`src/verilog/led_ctrl_defs.vh`:
```
// Constants for the LED driver control and protection block
`ifndef LED_CTRL_DEFS_VH
`define LED_CTRL_DEFS_VH
// ----------------------------------------
// Register byte offsets
// ----------------------------------------
`define OFS_WORD_A 8'h00
`define OFS_WORD_B 8'h04
`define OFS_STATUS 8'h08
`define OFS_OPEN_LO 8'h0c
`define OFS_OPEN_HI 8'h10
`define OFS_LATCH_LO 8'h14
`define OFS_LATCH_HI 8'h18
`define OFS_GAIN 8'h1c
// ----------------------------------------
// Field positions and widths
// ----------------------------------------
`define WA_BRIGHT_LSB 0
`define WA_THR_LSB 5
`define WA_CATERPILLAR_BIT 4
`define WB_POWER_SAVE_BIT 5
`define CODE_W 9
`define BRIGHT_W 3
`define THR_W 2
// ----------------------------------------
// Reset values and the full-scale colour code
// ----------------------------------------
`define RST_BRIGHT 3'h4
`define RST_GROUP_CODE 9'h100
`define RST_THR 2'h0
`define FULL_CODE 9'h1ff
// ----------------------------------------
// Bus answers
// ----------------------------------------
`define RESP_OKAY 2'h0
`define RESP_SLVERR 2'h2
`endif

```
`src/verilog/led_ctrl.v`:
```
// Control, fault and power-save logic of a 48-channel LED sink driver
//
// Added by the designer: the address map and the AXI4-Lite interface to the registers.
`timescale 1ns/1ns
`include "led_ctrl_defs.vh"

// Summary of operation
// Each colour group's output scale is its 9-bit code over 511, zero giving none and all-ones full.
// All three colour-group codes reset to 0x100.
// The 3-bit brightness code selects one of eight rising gain settings common to all channels.
// The brightness code resets to 4.
// The host should normally use brightness 4 and keep the extreme codes for range limits.
// A channel's open flag is 1 when its output is below the selected threshold, else 0.
// Open flags are valid only while the channel is on and read 0 when it is off.
// Caterpillar removal is enabled by bit 4 of word A, which resets to 0.
// With caterpillar removal on, a channel found open is latched off until reset.
// Power save is enabled by bit 5 of word B, which resets to 0.
// With power save on, an all-zero grayscale frame enters power-save state at once.
// In power-save state any non-zero grayscale value returns to normal at once.
// In power-save state the current outputs and open detection are disabled.
// The pre-charge pull-up is on during each common-line switching interval and off otherwise.
// Over-temperature forces all outputs off until the indication clears.
// Reference short forces all outputs off until the indication is released.
// Analog over-temperature, reference-short and open-compare levels are synchronised before use.
module led_ctrl #(
  parameter CH = 48
) (
  input wire clk_sys,
  input wire rst,
  // AXI4-Lite slave
  input wire [7:0] s_axi_awaddr,
  input wire s_axi_awvalid,
  output reg s_axi_awready,
  input wire [31:0] s_axi_wdata,
  input wire [3:0] s_axi_wstrb,
  input wire s_axi_wvalid,
  output reg s_axi_wready,
  output reg [1:0] s_axi_bresp,
  output reg s_axi_bvalid,
  input wire s_axi_bready,
  input wire [7:0] s_axi_araddr,
  input wire s_axi_arvalid,
  output reg s_axi_arready,
  output reg [31:0] s_axi_rdata,
  output reg [1:0] s_axi_rresp,
  output reg s_axi_rvalid,
  input wire s_axi_rready,
  // Grayscale stream and PWM state
  input wire gs_valid,
  input wire gs_nonzero,
  input wire gs_frame_end,
  input wire [CH-1:0] pwm_on,
  input wire line_switch,
  // Analog indications
  input wire [CH-1:0] open_cmp,
  input wire over_temp_in,
  input wire ref_short_in,
  // Analog controls
  output reg [CH-1:0] channel_output,
  output reg [7:0] bright_gain,
  output reg [`CODE_W-1:0] red_scale,
  output reg [`CODE_W-1:0] green_scale,
  output reg [`CODE_W-1:0] blue_scale,
  output reg [`THR_W-1:0] open_detect_threshold_sel,
  output reg open_detect_run,
  output reg precharge_on,
  output reg power_save_state
);
  // ----------------------------------------
  // Gain decode
  // ----------------------------------------
  // Eight rising gain steps, value is gain rounded
  function [7:0] gain_of;
    input [2:0] code;
    begin
      case (code)
        3'h0: gain_of = 8'h14;
        3'h1: gain_of = 8'h28;
        3'h2: gain_of = 8'h3c;
        3'h3: gain_of = 8'h52;
        3'h4: gain_of = 8'h66;
        3'h5: gain_of = 8'h73;
        3'h6: gain_of = 8'h90;
        default: gain_of = 8'h9d;
      endcase
    end
  endfunction

  // ----------------------------------------
  // Storage
  // ----------------------------------------
  reg [`BRIGHT_W-1:0] global_brightness_code_r;
  reg [`THR_W-1:0] thr_r;
  reg caterpillar_removal_enable_r;
  reg power_save_enable_r;
  reg [`CODE_W-1:0] red_group_code_r;
  reg [`CODE_W-1:0] green_group_code_r;
  reg [`CODE_W-1:0] blue_group_code_r;
  reg [CH-1:0] open_detect_flag_r;
  reg [CH-1:0] latched_off_r;
  reg frame_all_zero_r;
  reg [7:0] aw_addr_r;
  reg [31:0] w_data_r;
  reg [3:0] w_strb_r;
  reg aw_have_r;
  reg w_have_r;
  wire [CH-1:0] open_s;
  wire [1:0] flt_s;
  wire fault_off;
  wire outputs_en;
  wire do_write;

  // Analog levels cross into the clock domain
  sync2 #(.W(CH)) u_sync_open (
    .clk_sys(clk_sys),
    .rst(rst),
    .async_in(open_cmp),
    .sync_out(open_s)
  );
  sync2 #(.W(2)) u_sync_flt (
    .clk_sys(clk_sys),
    .rst(rst),
    .async_in({ref_short_in, over_temp_in}),
    .sync_out(flt_s)
  );

  assign fault_off = flt_s[0] | flt_s[1];
  assign outputs_en = ~fault_off & ~power_save_state;
  assign do_write = aw_have_r & w_have_r & ~s_axi_bvalid;

  // ----------------------------------------
  // AXI write channel
  // ----------------------------------------
  // Address and data taken in either order, answer after both
  always @(posedge clk_sys or posedge rst) begin
    if (rst) begin
      s_axi_awready <= 1'b1;
      s_axi_wready <= 1'b1;
      s_axi_bvalid <= 1'b0;
      s_axi_bresp <= `RESP_OKAY;
      aw_have_r <= 1'b0;
      w_have_r <= 1'b0;
      aw_addr_r <= 8'h00;
      w_data_r <= 32'h0000_0000;
      w_strb_r <= 4'h0;
    end else begin
      if (s_axi_awvalid & s_axi_awready) begin
        aw_addr_r <= s_axi_awaddr;
        aw_have_r <= 1'b1;
        s_axi_awready <= 1'b0;
      end
      if (s_axi_wvalid & s_axi_wready) begin
        w_data_r <= s_axi_wdata;
        w_strb_r <= s_axi_wstrb;
        w_have_r <= 1'b1;
        s_axi_wready <= 1'b0;
      end
      if (do_write) begin
        aw_have_r <= 1'b0;
        w_have_r <= 1'b0;
        s_axi_bvalid <= 1'b1;
        s_axi_bresp <= (aw_addr_r == `OFS_WORD_A || aw_addr_r == `OFS_WORD_B) ? `RESP_OKAY : `RESP_SLVERR;
      end
      if (s_axi_bvalid & s_axi_bready) begin
        s_axi_bvalid <= 1'b0;
        s_axi_awready <= 1'b1;
        s_axi_wready <= 1'b1;
      end
    end
  end

  // ----------------------------------------
  // Control words
  // ----------------------------------------
  // Word A: brightness, threshold, caterpillar, red code; word B: green, blue, power save
  always @(posedge clk_sys or posedge rst) begin
    if (rst) begin
      global_brightness_code_r <= `RST_BRIGHT;
      thr_r <= `RST_THR;
      caterpillar_removal_enable_r <= 1'b0;
      power_save_enable_r <= 1'b0;
      red_group_code_r <= `RST_GROUP_CODE;
      green_group_code_r <= `RST_GROUP_CODE;
      blue_group_code_r <= `RST_GROUP_CODE;
    end else if (do_write) begin
      if (aw_addr_r == `OFS_WORD_A) begin
        if (w_strb_r[0]) begin
          global_brightness_code_r <= w_data_r[`WA_BRIGHT_LSB +: `BRIGHT_W];
          thr_r <= w_data_r[`WA_THR_LSB +: `THR_W];
          caterpillar_removal_enable_r <= w_data_r[`WA_CATERPILLAR_BIT];
        end
        if (w_strb_r[1])
          red_group_code_r[7:0] <= w_data_r[15:8];
        if (w_strb_r[2])
          red_group_code_r[8] <= w_data_r[16];
      end
      if (aw_addr_r == `OFS_WORD_B) begin
        if (w_strb_r[0])
          power_save_enable_r <= w_data_r[`WB_POWER_SAVE_BIT];
        if (w_strb_r[1])
          green_group_code_r[7:0] <= w_data_r[15:8];
        if (w_strb_r[2])
          green_group_code_r[8] <= w_data_r[16];
        if (w_strb_r[2])
          blue_group_code_r[6:0] <= w_data_r[23:17];
        if (w_strb_r[3])
          blue_group_code_r[8:7] <= w_data_r[25:24];
      end
    end
  end

  // ----------------------------------------
  // AXI read channel
  // ----------------------------------------
  // One read at a time, answer one cycle after address
  always @(posedge clk_sys or posedge rst) begin
    if (rst) begin
      s_axi_arready <= 1'b1;
      s_axi_rvalid <= 1'b0;
      s_axi_rdata <= 32'h0000_0000;
      s_axi_rresp <= `RESP_OKAY;
    end else begin
      if (s_axi_arvalid & s_axi_arready) begin
        s_axi_arready <= 1'b0;
        s_axi_rvalid <= 1'b1;
        s_axi_rresp <= `RESP_OKAY;
        case (s_axi_araddr)
          `OFS_WORD_A: s_axi_rdata <= {15'h0000, red_group_code_r, 1'b0, thr_r, caterpillar_removal_enable_r,
                                       1'b0, global_brightness_code_r};
          `OFS_WORD_B: s_axi_rdata <= {6'h00, blue_group_code_r, green_group_code_r, 2'h0,
                                       power_save_enable_r, 5'h00};
          `OFS_STATUS: s_axi_rdata <= {28'h0000000, frame_all_zero_r, flt_s[1], flt_s[0], power_save_state};
          `OFS_OPEN_LO: s_axi_rdata <= open_detect_flag_r[31:0];
          `OFS_OPEN_HI: s_axi_rdata <= {16'h0000, open_detect_flag_r[CH-1:32]};
          `OFS_LATCH_LO: s_axi_rdata <= latched_off_r[31:0];
          `OFS_LATCH_HI: s_axi_rdata <= {16'h0000, latched_off_r[CH-1:32]};
          `OFS_GAIN: s_axi_rdata <= {24'h000000, gain_of(global_brightness_code_r)};
          default: begin
            s_axi_rdata <= 32'h0000_0000;
            s_axi_rresp <= `RESP_SLVERR;
          end
        endcase
      end
      if (s_axi_rvalid & s_axi_rready) begin
        s_axi_rvalid <= 1'b0;
        s_axi_arready <= 1'b1;
      end
    end
  end

  // ----------------------------------------
  // Open detection and caterpillar latch
  // ----------------------------------------
  // Flag follows compare only while channel on and detector running
  always @(posedge clk_sys or posedge rst) begin
    if (rst) begin
      open_detect_flag_r <= {CH{1'b0}};
      latched_off_r <= {CH{1'b0}};
    end else begin
      open_detect_flag_r <= open_s & pwm_on & {CH{outputs_en}};
      if (caterpillar_removal_enable_r)
        latched_off_r <= latched_off_r | open_detect_flag_r;
    end
  end

  // ----------------------------------------
  // Power save
  // ----------------------------------------
  // Track frame content; enter at an all-zero frame end, leave on any non-zero value
  always @(posedge clk_sys or posedge rst) begin
    if (rst) begin
      frame_all_zero_r <= 1'b1;
      power_save_state <= 1'b0;
    end else begin
      if (gs_frame_end)
        frame_all_zero_r <= 1'b1; // Next frame starts clean even after a nonzero last value
      else if (gs_valid & gs_nonzero)
        frame_all_zero_r <= 1'b0;
      if (gs_valid & gs_nonzero)
        power_save_state <= 1'b0;
      else if (gs_frame_end & power_save_enable_r & frame_all_zero_r)
        power_save_state <= 1'b1;
      if (~power_save_enable_r)
        power_save_state <= 1'b0;
    end
  end

  // ----------------------------------------
  // Analog control outputs
  // ----------------------------------------
  // Registered drive of current settings and output gates
  always @(posedge clk_sys or posedge rst) begin
    if (rst) begin
      channel_output <= {CH{1'b0}};
      bright_gain <= 8'h00;
      red_scale <= 9'h000;
      green_scale <= 9'h000;
      blue_scale <= 9'h000;
      open_detect_threshold_sel <= `RST_THR;
      open_detect_run <= 1'b0;
      precharge_on <= 1'b0;
    end else begin
      channel_output <= pwm_on & ~latched_off_r & {CH{outputs_en}};
      bright_gain <= gain_of(global_brightness_code_r);
      red_scale <= red_group_code_r;
      green_scale <= green_group_code_r;
      blue_scale <= blue_group_code_r;
      open_detect_threshold_sel <= thr_r;
      open_detect_run <= ~power_save_state;
      precharge_on <= line_switch;
    end
  end
endmodule // led_ctrl

```
`src/verilog/sync2.v`:
```
// Two-stage synchroniser for a vector of asynchronous levels
`timescale 1ns/1ns
module sync2 #(
  parameter W = 1
) (
  input wire clk_sys,
  input wire rst,
  input wire [W-1:0] async_in,
  output reg [W-1:0] sync_out
);
  reg [W-1:0] meta_r;

  // First stage feeds only the second
  always @(posedge clk_sys or posedge rst) begin
    if (rst) begin
      meta_r <= {W{1'b0}};
      sync_out <= {W{1'b0}};
    end else begin
      meta_r <= async_in;
      sync_out <= meta_r;
    end
  end
endmodule // sync2
```
`config.mk`:
```
export PLATFORM = sky130hd
export DESIGN_NAME = led_ctrl
export DESIGN_NICKNAME = d
export VERILOG_FILES = /design/src/verilog/led_ctrl.v /design/src/verilog/sync2.v
export VERILOG_INCLUDE_DIRS = /design/src /design/src/verilog
export SDC_FILE = /design/constraint.sdc
export NUM_CORES = 1
export LEC_CHECK = 0
export ABC_AREA = 1
export BUFFER_PORTS_ARGS = -buffer_cell sky130_fd_sc_hd__buf_2
export CAP_MARGIN = 40
export CELL_PAD_IN_SITES_DETAIL_PLACEMENT = 0
export CELL_PAD_IN_SITES_GLOBAL_PLACEMENT = 1
export CORE_AREA = 2 2 180 182
export CTS_CLUSTER_DIAMETER = 150
export DETAILED_ROUTE_END_ITERATION = 8
export DIE_AREA = 0 0 182 184
export PLACE_DENSITY_LB_ADDON = 0.1
export SYNTH_ARGS = -nofsm -noshare
export SYNTH_HDL_FRONTEND = slang
export SYNTH_SLANG_ARGS = --single-unit
```
`constraint.sdc`:
```
create_clock -name clk_sys -period 32.1 [get_ports clk_sys]
set_clock_uncertainty 0.15 [all_clocks]
set_input_delay 1.605 -clock clk_sys [delete_from_list [all_inputs] [get_ports clk_sys]]
set_output_delay 1.605 -clock clk_sys [all_outputs]
set_load 0.01 [all_outputs]
```
==> results of run 1 <==
-- Yosys cell counts --
master    number
nor2_2         2
o21bai_1      15
buf_1          4
nor3_1         1
a21o_1        15
nand3_1       92
clkbuf_1      25
clkbuf_2       1
nand2_1      451
nor2_1       120
dfstp_2        8
nor3b_1       30
buf_4          5
conb_1         1
dfrtp_1      387
o21ai_0       53
inv_2          3
clkinv_1       1
inv_1         90
nor2_4         3
nor4_4         2
o21ai_1        2
nand4_1        2
nand3_2        2
nor4_2         1
buf_2         10
a21oi_1        2
nand2_2        3
o22ai_1        6
-- cells by family after synthesis --
kind of cell | count (synthesis) | share of synthesized area
DFF | 395 | 0.707
buffers and inverters | 139 | 0.0396
AOI/OAI and AO/OA | 93 | 0.0392
and+or+nand+nor | 709 | 0.214
other | 1 | 0.000268
-- per-stage QoR --
| stage | worst slack (ns) | util | cells | area, sq um | total power [mW] |
|---|---|---|---|---|---|
| final | 28.76 | 0.555 | 2069 | 17400 | 1.27 |
| after detailed placement | 28.15 | 0.510 | 1995 | 16000 | 0.788 |
| after global routing | 28.43 | 0.555 | 2067 | 17400 | 1.33 |
| after floorplan | 19.38 | - | 1338 | 14000 | 0.711 |
| after CTS | 28.72 | 0.555 | 2065 | 17400 | 1.28 |
| after global placement | 27.80 | 0.503 | 1985 | 15800 | 0.777 |
-- per-layer routing --
| metal | vias to the layer above | share of wire | global-route usage |
|---|---|---|---|
| li1 | 4786 | - | - |
| met1 | 4750 | 0.46 | 0.300 |
| met2 | 272 | 0.46 | 0.336 |
| met3 | 42 | 0.063 | 0.0469 |
| met4 | 0 | 0.018 | 0.0565 |
| met5 | - | 0 | 0 |
-- sequential cells by signal (all words and copies together), names as in the netlist, 2 cells and up --
register,flops
global_brightness_code_r,3
red_scale,9
s_axi_rdata,32
channel_output,48
u_sync_flt.sync_out,2
red_group_code_r,9
green_group_code_r,9
w_data_r,24
green_scale,9
thr_r,2
u_sync_open.sync_out,48
w_strb_r,4
open_detect_flag_r,48
aw_addr_r,8
blue_scale,9
bright_gain,7
u_sync_flt.meta_r,2
latched_off_r,48
u_sync_open.meta_r,48
open_detect_threshold_sel,2
blue_group_code_r,9
-- worst max-delay path: stages --
cell	delay (ns)
buf_2	0.10
nor2_1	0.14
nand2_1	0.13
inv_2	0.37
nand2_1	0.62
o21ai_0	0.40
nor2_1	0.12
nand2_1	0.07
nand2_1	0.05
nand2_1	0.05
-- area by class of cell --
| class | count | area (sq um) |
|---|---|---|
| Inverter | 94 | 360 |
| Clock inverter | 12 | 164 |
| Timing Repair Buffer | 300 | 1690 |
| Clock buffer | 58 | 1250 |
| Multi-Input combinational cell | 804 | 3550 |
| Antenna cell | 4 | 10.0 |
| Sequential cell | 395 | 9890 |
| Fill cell | 2828 | 14000 |
| Tap cell | 402 | 503 |
-- power by group --
group          switching, mW  internal (mW)
Sequential            0.0432          0.573
Clock                  0.190          0.302
Combinational          0.103         0.0581
-- worst max-delay path by stage --
| stage | start | to | cells after the start | slack, ns |
|---|---|---|---|---|
| finish | s_axi_araddr[7] | s_axi_rdata[6] | 10 | 28.76 |
| CTS | rst | channel_output[19] | 5 | 28.72 |
| global placement | rst | channel_output[19] | 4 | 27.80 |
| global route | rst | channel_output[7] | 5 | 28.43 |
| floorplan | rst | aw_addr_r[0] | 1 | 19.38 |
| detailed placement | rst | channel_output[19] | 5 | 28.15 |
==> flow_metrics.env, run 1 <==
export IMPL_status="complete, no violations"
export IMPL_yosys_area_top_type="dfrtp_1"
export IMPL_nets=1797
export IMPL_grt_usage=0.213
export IMPL_clk_insertion_delay_late_ns=0.53
export IMPL_areaGrowthSynthToFinish_pct=24.6
export IMPL_syn_area_per_cell_sq_um=10.5
export IMPL_crit_type="input port to flop"
export IMPL_ys_seq_elements=395
export IMPL_fin_crit_sh=0.104
export IMPL_power_density_mw_per_mm2=72.9
export IMPL_ctsHtreeMaxLevel=2
export IMPL_via_count=9850
export IMPL_power_leakage_nw=9.42
export IMPL_gr_total_overflow=0
export IMPL_path_clk_slew_ns=0.06
export IMPL_dr_pass1_iters=4
export IMPL_cts_sinks=395
export IMPL_finalWirelength_um=35000
export IMPL_holdPathEnd="u_sync_open.sync_out[16]"
export IMPL_cp_arrival_ns=3.65
export IMPL_dpl_hpwl_um=23900
export IMPL_antenna_found_initial=3
export IMPL_ctsResizeCount=0
export IMPL_die_area_sq_mm=0.0335
export IMPL_rsz0062_at_grt="false"
export IMPL_max_freq_mhz=300
export IMPL_holdCritPathClass="flop to flop"
export IMPL_ys_types=29
export IMPL_first_global_vias=9797
export IMPL_postCtsSetupRepairBufs=0
export IMPL_drc=0
export IMPL_routedWlPerCell_um=16.9
export IMPL_die_x_um=182
export IMPL_portBuffers=279
export IMPL_min_from="u_sync_open.meta_r[16]"
export IMPL_io_pins=290
export IMPL_via_per_inst=4.76
export IMPL_core_sq_mm=0.0314
export IMPL_period_minus_slack_ns=3.34
export IMPL_maxCapViolations=0
export IMPL_grt_pass1_wl_um=54900
export IMPL_endpoint_kind="flop"
export IMPL_rows=65
export IMPL_drive_gt1_frac=0.237
export IMPL_hold_path_depth=0
export IMPL_synth_top_area_share=0.692
export IMPL_numCtsBuffers=41
export IMPL_final_cell_mix="nand2_1 (449), dfrtp_1 (387), buf_2 (279)"
export IMPL_synthTopCellsByArea="dfrtp_1 (69%), nand2_1 (12%), nand3_1 (3.3%)"
export IMPL_final_common_cell="nand2_1"
export IMPL_clock_path_buffers=3
export IMPL_reg2regPathDepth=6
export IMPL_reg2reg_to="green_group_code_r[6]"
export IMPL_slew_violations=0
export IMPL_grt_max_degree=122
export IMPL_postCtsHoldBufs=0
export IMPL_worst_pin_slew_ns=0.818
export IMPL_crit_path_start_kind="input port"
export IMPL_whs_ns=0.192
export IMPL_timing_slew_headroom=0.454
export IMPL_required_ns=32.41
export IMPL_die_h_um=184
export IMPL_ys_seq_area_frac=0.707
export IMPL_path_max_fanout=19
export IMPL_finalSetupViolCount=0
export IMPL_gp_congestion=0.788
export IMPL_finalSetupTns_ns=0
export IMPL_finalHoldViolCount=0
export IMPL_yosys_warnings=0
export IMPL_cts_tree="done"
export IMPL_ant_nets=0
export IMPL_first_iter_violations=524
export IMPL_peakVddDrop_mv=0.0494
export IMPL_reg2reg_slack_ns=29.98
export IMPL_r2r_start="s_axi_bvalid"
export IMPL_cts_root_buf="clkbuf_16"
export IMPL_syn_cell_area_sq_mm=0.0140
export IMPL_start_util=0.446
export IMPL_synth_cells=1337
No activity file was read; power rests on OpenSTA's default activity.
==> run 2: changes to the inputs <==
- CORE_AREA: 2 2 180 182 -> 2 2 186 188
- DIE_AREA: 0 0 182 184 -> 0 0 188 190
- clock period: 32.1 -> 3.1 ns (I/O delays scaled with it)
==> flow_metrics.env, run 2 (synthesis results as in run 1) <==
export IMPL_clock_path_buffers=3
export IMPL_combPwrFrac=0.135
export IMPL_worst_pin_slew_ns=0.798
export IMPL_finalSetupTns_ns=0
export IMPL_areaGrowthSynthToFinish_pct=36.0
export IMPL_rows=68
export IMPL_finalHoldViolCount=0
export IMPL_ant_nets=0
export IMPL_start_util=0.412
export IMPL_die_x_um=188
export IMPL_core_sq_mm=0.0339
export IMPL_pre_cts_ws_ns=1.02
export IMPL_period_minus_slack_ns=2.09
export IMPL_finalPower_mw=13.5
export IMPL_gp_congestion=0.787
export IMPL_ctsResizeCount=0
export IMPL_cts_sinks=395
export IMPL_maxCapViolations=0
export IMPL_cp_arrival_ns=2.36
export IMPL_die_h_um=190
export IMPL_die_area_sq_mm=0.0357
export IMPL_antenna_found_initial=0
export IMPL_via_count=10400
export IMPL_portBuffers=279
export IMPL_power_leakage_nw=10.1
export IMPL_dr_pass1_iters=5
export IMPL_status="complete, no violations"
export IMPL_path_max_fanout=11
export IMPL_peakVddDrop_mv=0.516
export IMPL_io_pins=290
export IMPL_cts_tree="done"
export IMPL_internal_power_mw=9.92
export IMPL_first_iter_violations=613
export IMPL_grt_pass1_wl_um=59100
export IMPL_gr_total_overflow=0
export IMPL_crit_type="flop to flop"
export IMPL_p_seq_frac=0.474
export IMPL_rsz0062_at_grt="false"
export IMPL_diodes=0
export IMPL_fin_ws_ns=1.01
export IMPL_final_cell_mix="nand2_1 (450), dfrtp_1 (387), buf_2 (279)"
export IMPL_endpoint_kind="flop"
export IMPL_final_common_cell="nand2_1"
export IMPL_routedWlPerCell_um=16.2
export IMPL_p_sw_mw=3.56
export IMPL_power_density_mw_per_mm2=708
export IMPL_ctsHtreeMaxLevel=2
export IMPL_required_ns=3.37
export IMPL_nets=1955
export IMPL_fin_crit_sh=0.674
export IMPL_fin_area_sq_mm=0.0190
export IMPL_drc=0
export IMPL_via_per_inst=4.56
export IMPL_dpl_cell_area_sq_mm=0.0160
export IMPL_clk_insertion_delay_late_ns=0.53
export IMPL_timing_slew_headroom=0.467
export IMPL_grt_usage=0.212
export IMPL_holdCritPathClass="input port to asynchronous set/reset pin"
export IMPL_max_freq_mhz=478
export IMPL_crit_path_start_kind="flop"
export IMPL_power_frac_clock=0.391
export IMPL_finalSetupViolCount=0
export IMPL_grt_max_degree=142
export IMPL_dpl_hpwl_um=24600
export IMPL_slew_violations=0
export IMPL_cts_root_buf="clkbuf_16"
export IMPL_numCtsBuffers=43
export IMPL_drive_gt1_frac=0.220
export IMPL_first_global_vias=10700
export IMPL_whs_ns=0.0464
export IMPL_path_clk_slew_ns=0.06
export IMPL_finalWirelength_um=36900
export IMPL_p_sw_frac=0.264
-- run 2: repair_timing --
item / 4_1_cts / 5_1_grt
hold buffers: 149 / 0
endpoints found under the hold margin: 354 / 0
buffers inserted: 0 / 0
-- run 2: cell type report --
| class | count | area, sq um |
|---|---|---|
| clock inverter | 17 | 213 |
| multi-input combinational | 804 | 3550 |
| clock buffer | 62 | 1270 |
| tap | 455 | 569 |
| timing repair buffer | 456 | 3170 |
| inverter | 94 | 357 |
| sequential | 395 | 9890 |
| fill | 3067 | 14900 |
-- run 2: worst max-delay path, cell delays in order (launching register included) --
cell and delay, ns:
dfrtp_1 0.39, inv_1 0.09, nand3_2 0.18, nor2_1 0.62
nand2_1 0.36, nand2_1 0.13, nand2_1 0.06
-- run 2: worst paths after layout --
| path | startpoint | to | slack (ns) | cells after the start |
|---|---|---|---|---|
| max | s_axi_bvalid | blue_group_code_r[1] | 1.01 | 6 |
| min | rst | s_axi_rdata[3] | 0.05 | 3 |
| max reg2reg | s_axi_bvalid | blue_group_code_r[1] | 1.01 | 6 |
| min reg2reg | u_sync_flt.meta_r[1] | u_sync_flt.sync_out[1] | 0.20 | 0 |
| max in group asynchronous | rst | latched_off_r[44] | 1.66 | 4 |
| min in group clk_sys | s_axi_araddr[6] | s_axi_rdata[23] | 0.10 | 7 |
-- run 2: power by group through the flow --
stage | clock network [mW] | logic (mW) | registers, mW
final | 5.27 | 1.81 | 6.39
after global routing | 5.63 | 2.07 | 6.49
after CTS | 5.41 | 1.85 | 6.39
after detailed placement | 0 | 1.68 | 6.47
after global placement | 0 | 1.64 | 6.46
after floorplan | 0 | 0.931 | 6.44
-- run 2: layer usage --
| layer | vias up | wire length [um] | track usage |
|---|---|---|---|
| met1 | 4992 | 17000 | 0.296 |
| met5 | - | 0 | 0 |
| met2 | 256 | 17100 | 0.339 |
| met4 | 0 | 935 | 0.0618 |
| met3 | 57 | 1850 | 0.0402 |
| li1 | 5102 | - | - |
-- run 2: metrics by stage --
stage               instances  utilization
floorplan                1338            -
global placement         2054        0.472
detailed placement       2055        0.473
CTS                      2283        0.560
global route             2283        0.560
finish                   2283        0.560
==> run 3: changes to the inputs <==
- CORE_AREA: 2 2 186 188 -> 2 2 195 197
- DIE_AREA: 0 0 188 190 -> 0 0 197 199
- clock period: 3.1 -> 1.86 ns (I/O delays scaled with it)
==> flow_metrics.env, run 3 (synthesis results as in run 1) <==
export IMPL_via_per_inst=4.51
export IMPL_cpMaxStageDelayCell="dlygate4sd3_1"
export IMPL_finalHoldViolCount=0
export IMPL_holdCritPathClass="input port to flop"
export IMPL_postCtsSetupRepairBufs=0
export IMPL_ctsHtreeMaxLevel=2
export IMPL_fin_crit_sh=0.929
export IMPL_grt_pass1_wl_um=60700
export IMPL_fin_ws_ns=0.133
export IMPL_finalSetupViolCount=0
export IMPL_routedWlPerCell_um=16.5
export IMPL_rsz0062_at_grt="false"
export IMPL_worstPathCellList="dlygate4sd3_1 -> buf_2 -> nand2_1 -> dlygate4sd3_1 -> inv_1 -> o21bai_1 -> dlygate4sd3_1"
export IMPL_areaGrowthSynthToFinish_pct=40.5
export IMPL_nets=2010
export IMPL_cts_root_buf="clkbuf_16"
export IMPL_power_density_mw_per_mm2=1160
export IMPL_path_max_fanout=2
export IMPL_final_cell_mix="nand2_1 (447), dfrtp_1 (387), buf_2 (279)"
export IMPL_ant_nets=0
export IMPL_path_clk_slew_ns=0.06
export IMPL_cts_tree="done"
export IMPL_cp_arrival_ns=2.08
export IMPL_fillers=3423
export IMPL_endpoint_kind="flop"
export IMPL_gr_total_overflow=0
export IMPL_status="complete, no violations"
export IMPL_grt_usage=0.204
export IMPL_die_h_um=199
export IMPL_rows=71
export IMPL_pre_cts_ws_ns=0.114
export IMPL_required_ns=2.21
export IMPL_crit_type="input port to flop"
export IMPL_clk_insertion_delay_late_ns=0.56
export IMPL_cts_sinks=395
export IMPL_gp_congestion=0.815
export IMPL_drc=0
export IMPL_slew_violations=0
export IMPL_first_iter_violations=440
export IMPL_max_freq_mhz=579
export IMPL_portBuffers=279
export IMPL_core_sq_mm=0.0371
export IMPL_antenna_found_initial=0
export IMPL_die_x_um=197
export IMPL_first_global_vias=10800
export IMPL_maxCapViolations=0
export IMPL_dr_pass1_iters=4
export IMPL_ff_latch_area_sq_mm=0.00989
export IMPL_multi_input_area_sq_mm=0.00356
export IMPL_diodes=0
export IMPL_crit_top_cell="dlygate4sd3_1"
export IMPL_critPathMaxStageDelay_ns=0.56
export IMPL_finalSetupTns_ns=0
export IMPL_drive_gt1_frac=0.235
export IMPL_numCtsBuffers=44
export IMPL_finalWirelength_um=38900
export IMPL_io_pins=290
export IMPL_peakVddDrop_mv=0.858
export IMPL_grt_max_degree=62
export IMPL_power_leakage_nw=10.4
export IMPL_crit_path_start_kind="input port"
export IMPL_start_util=0.377
export IMPL_period_minus_slack_ns=1.73
export IMPL_die_area_sq_mm=0.0392
export IMPL_final_common_cell="nand2_1"
export IMPL_via_count=10600
export IMPL_clock_path_buffers=3
export IMPL_dpl_hpwl_um=27300
run 3: per-stage QoR:
stage / instance area [sq um] / total power, mW / instances / util / hold WS (ns)
after floorplan: 14000 / 12.3 / 1338 / - / -0.0256
after global placement: 16500 / 13.7 / 2108 / 0.443 / -0.0576
after detailed placement: 16500 / 13.7 / 2108 / 0.443 / -0.0536
after CTS: 19600 / 23.1 / 2357 / 0.529 / 0.000119
after global routing: 19700 / 23.9 / 2357 / 0.529 / 0.00240
final: 19700 / 22.8 / 2357 / 0.529 / 0.0312
run 3: timing repair:
item | in CTS | in global routing
hold buffers | 169 | 0
setup endpoints to repair | 0 | 5
resized for setup | 0 | 2
endpoints found under the hold margin | 617 | 0
run 3: routing by layer:
metal | up-vias | GRT usage | wire [um]
met4 | 0 | 0.0657 | 1060
li1 | 5218 | - | -
met5 | - | 0 | 0
met3 | 58 | 0.0492 | 2120
met1 | 5106 | 0.285 | 18100
met2 | 256 | 0.314 | 17600
run 3: cell type report:
type,instances,share of cell area
sequential,395,0.503
clock buffer,65,0.0667
timing repair buffer,510,0.190
tap,474,0.0302
multi-input combinational,804,0.181
clock inverter,15,0.00987
inverter,94,0.0181
run 3: path summary, 6_finish.rpt:
kind / to / slack, ns / cells after the start / from
min: u_sync_open.meta_r[5] / 0.03 / 2 / open_cmp[5]
max reg2reg: green_group_code_r[5] / 0.19 / 7 / aw_addr_r[4]
min reg2reg: u_sync_open.sync_out[1] / 0.19 / 0 / u_sync_open.meta_r[1]
max: frame_all_zero_r / 0.13 / 7 / gs_nonzero
max in group asynchronous: channel_output[23] / 0.28 / 6 / rst
min in group asynchronous: channel_output[35] / 0.50 / 4 / rst
run 3: critical path: cells and delay by family:
| family | cells | cell delay, ns |
|---|---|---|
| AO/OA/AOI/OAI | 1 | 0.11 |
| buffers and inverters | 5 | 1.83 |
| AND/OR/NAND/NOR | 1 | 0.05 |
run 3: power breakdown:
group / switching, mW / leakage, nW / internal [mW]
logic: 1.86 / 4.51 / 1.31
registers: 0.791 / 5.13 / 9.89
clock network: 3.46 / 0.734 / 5.44
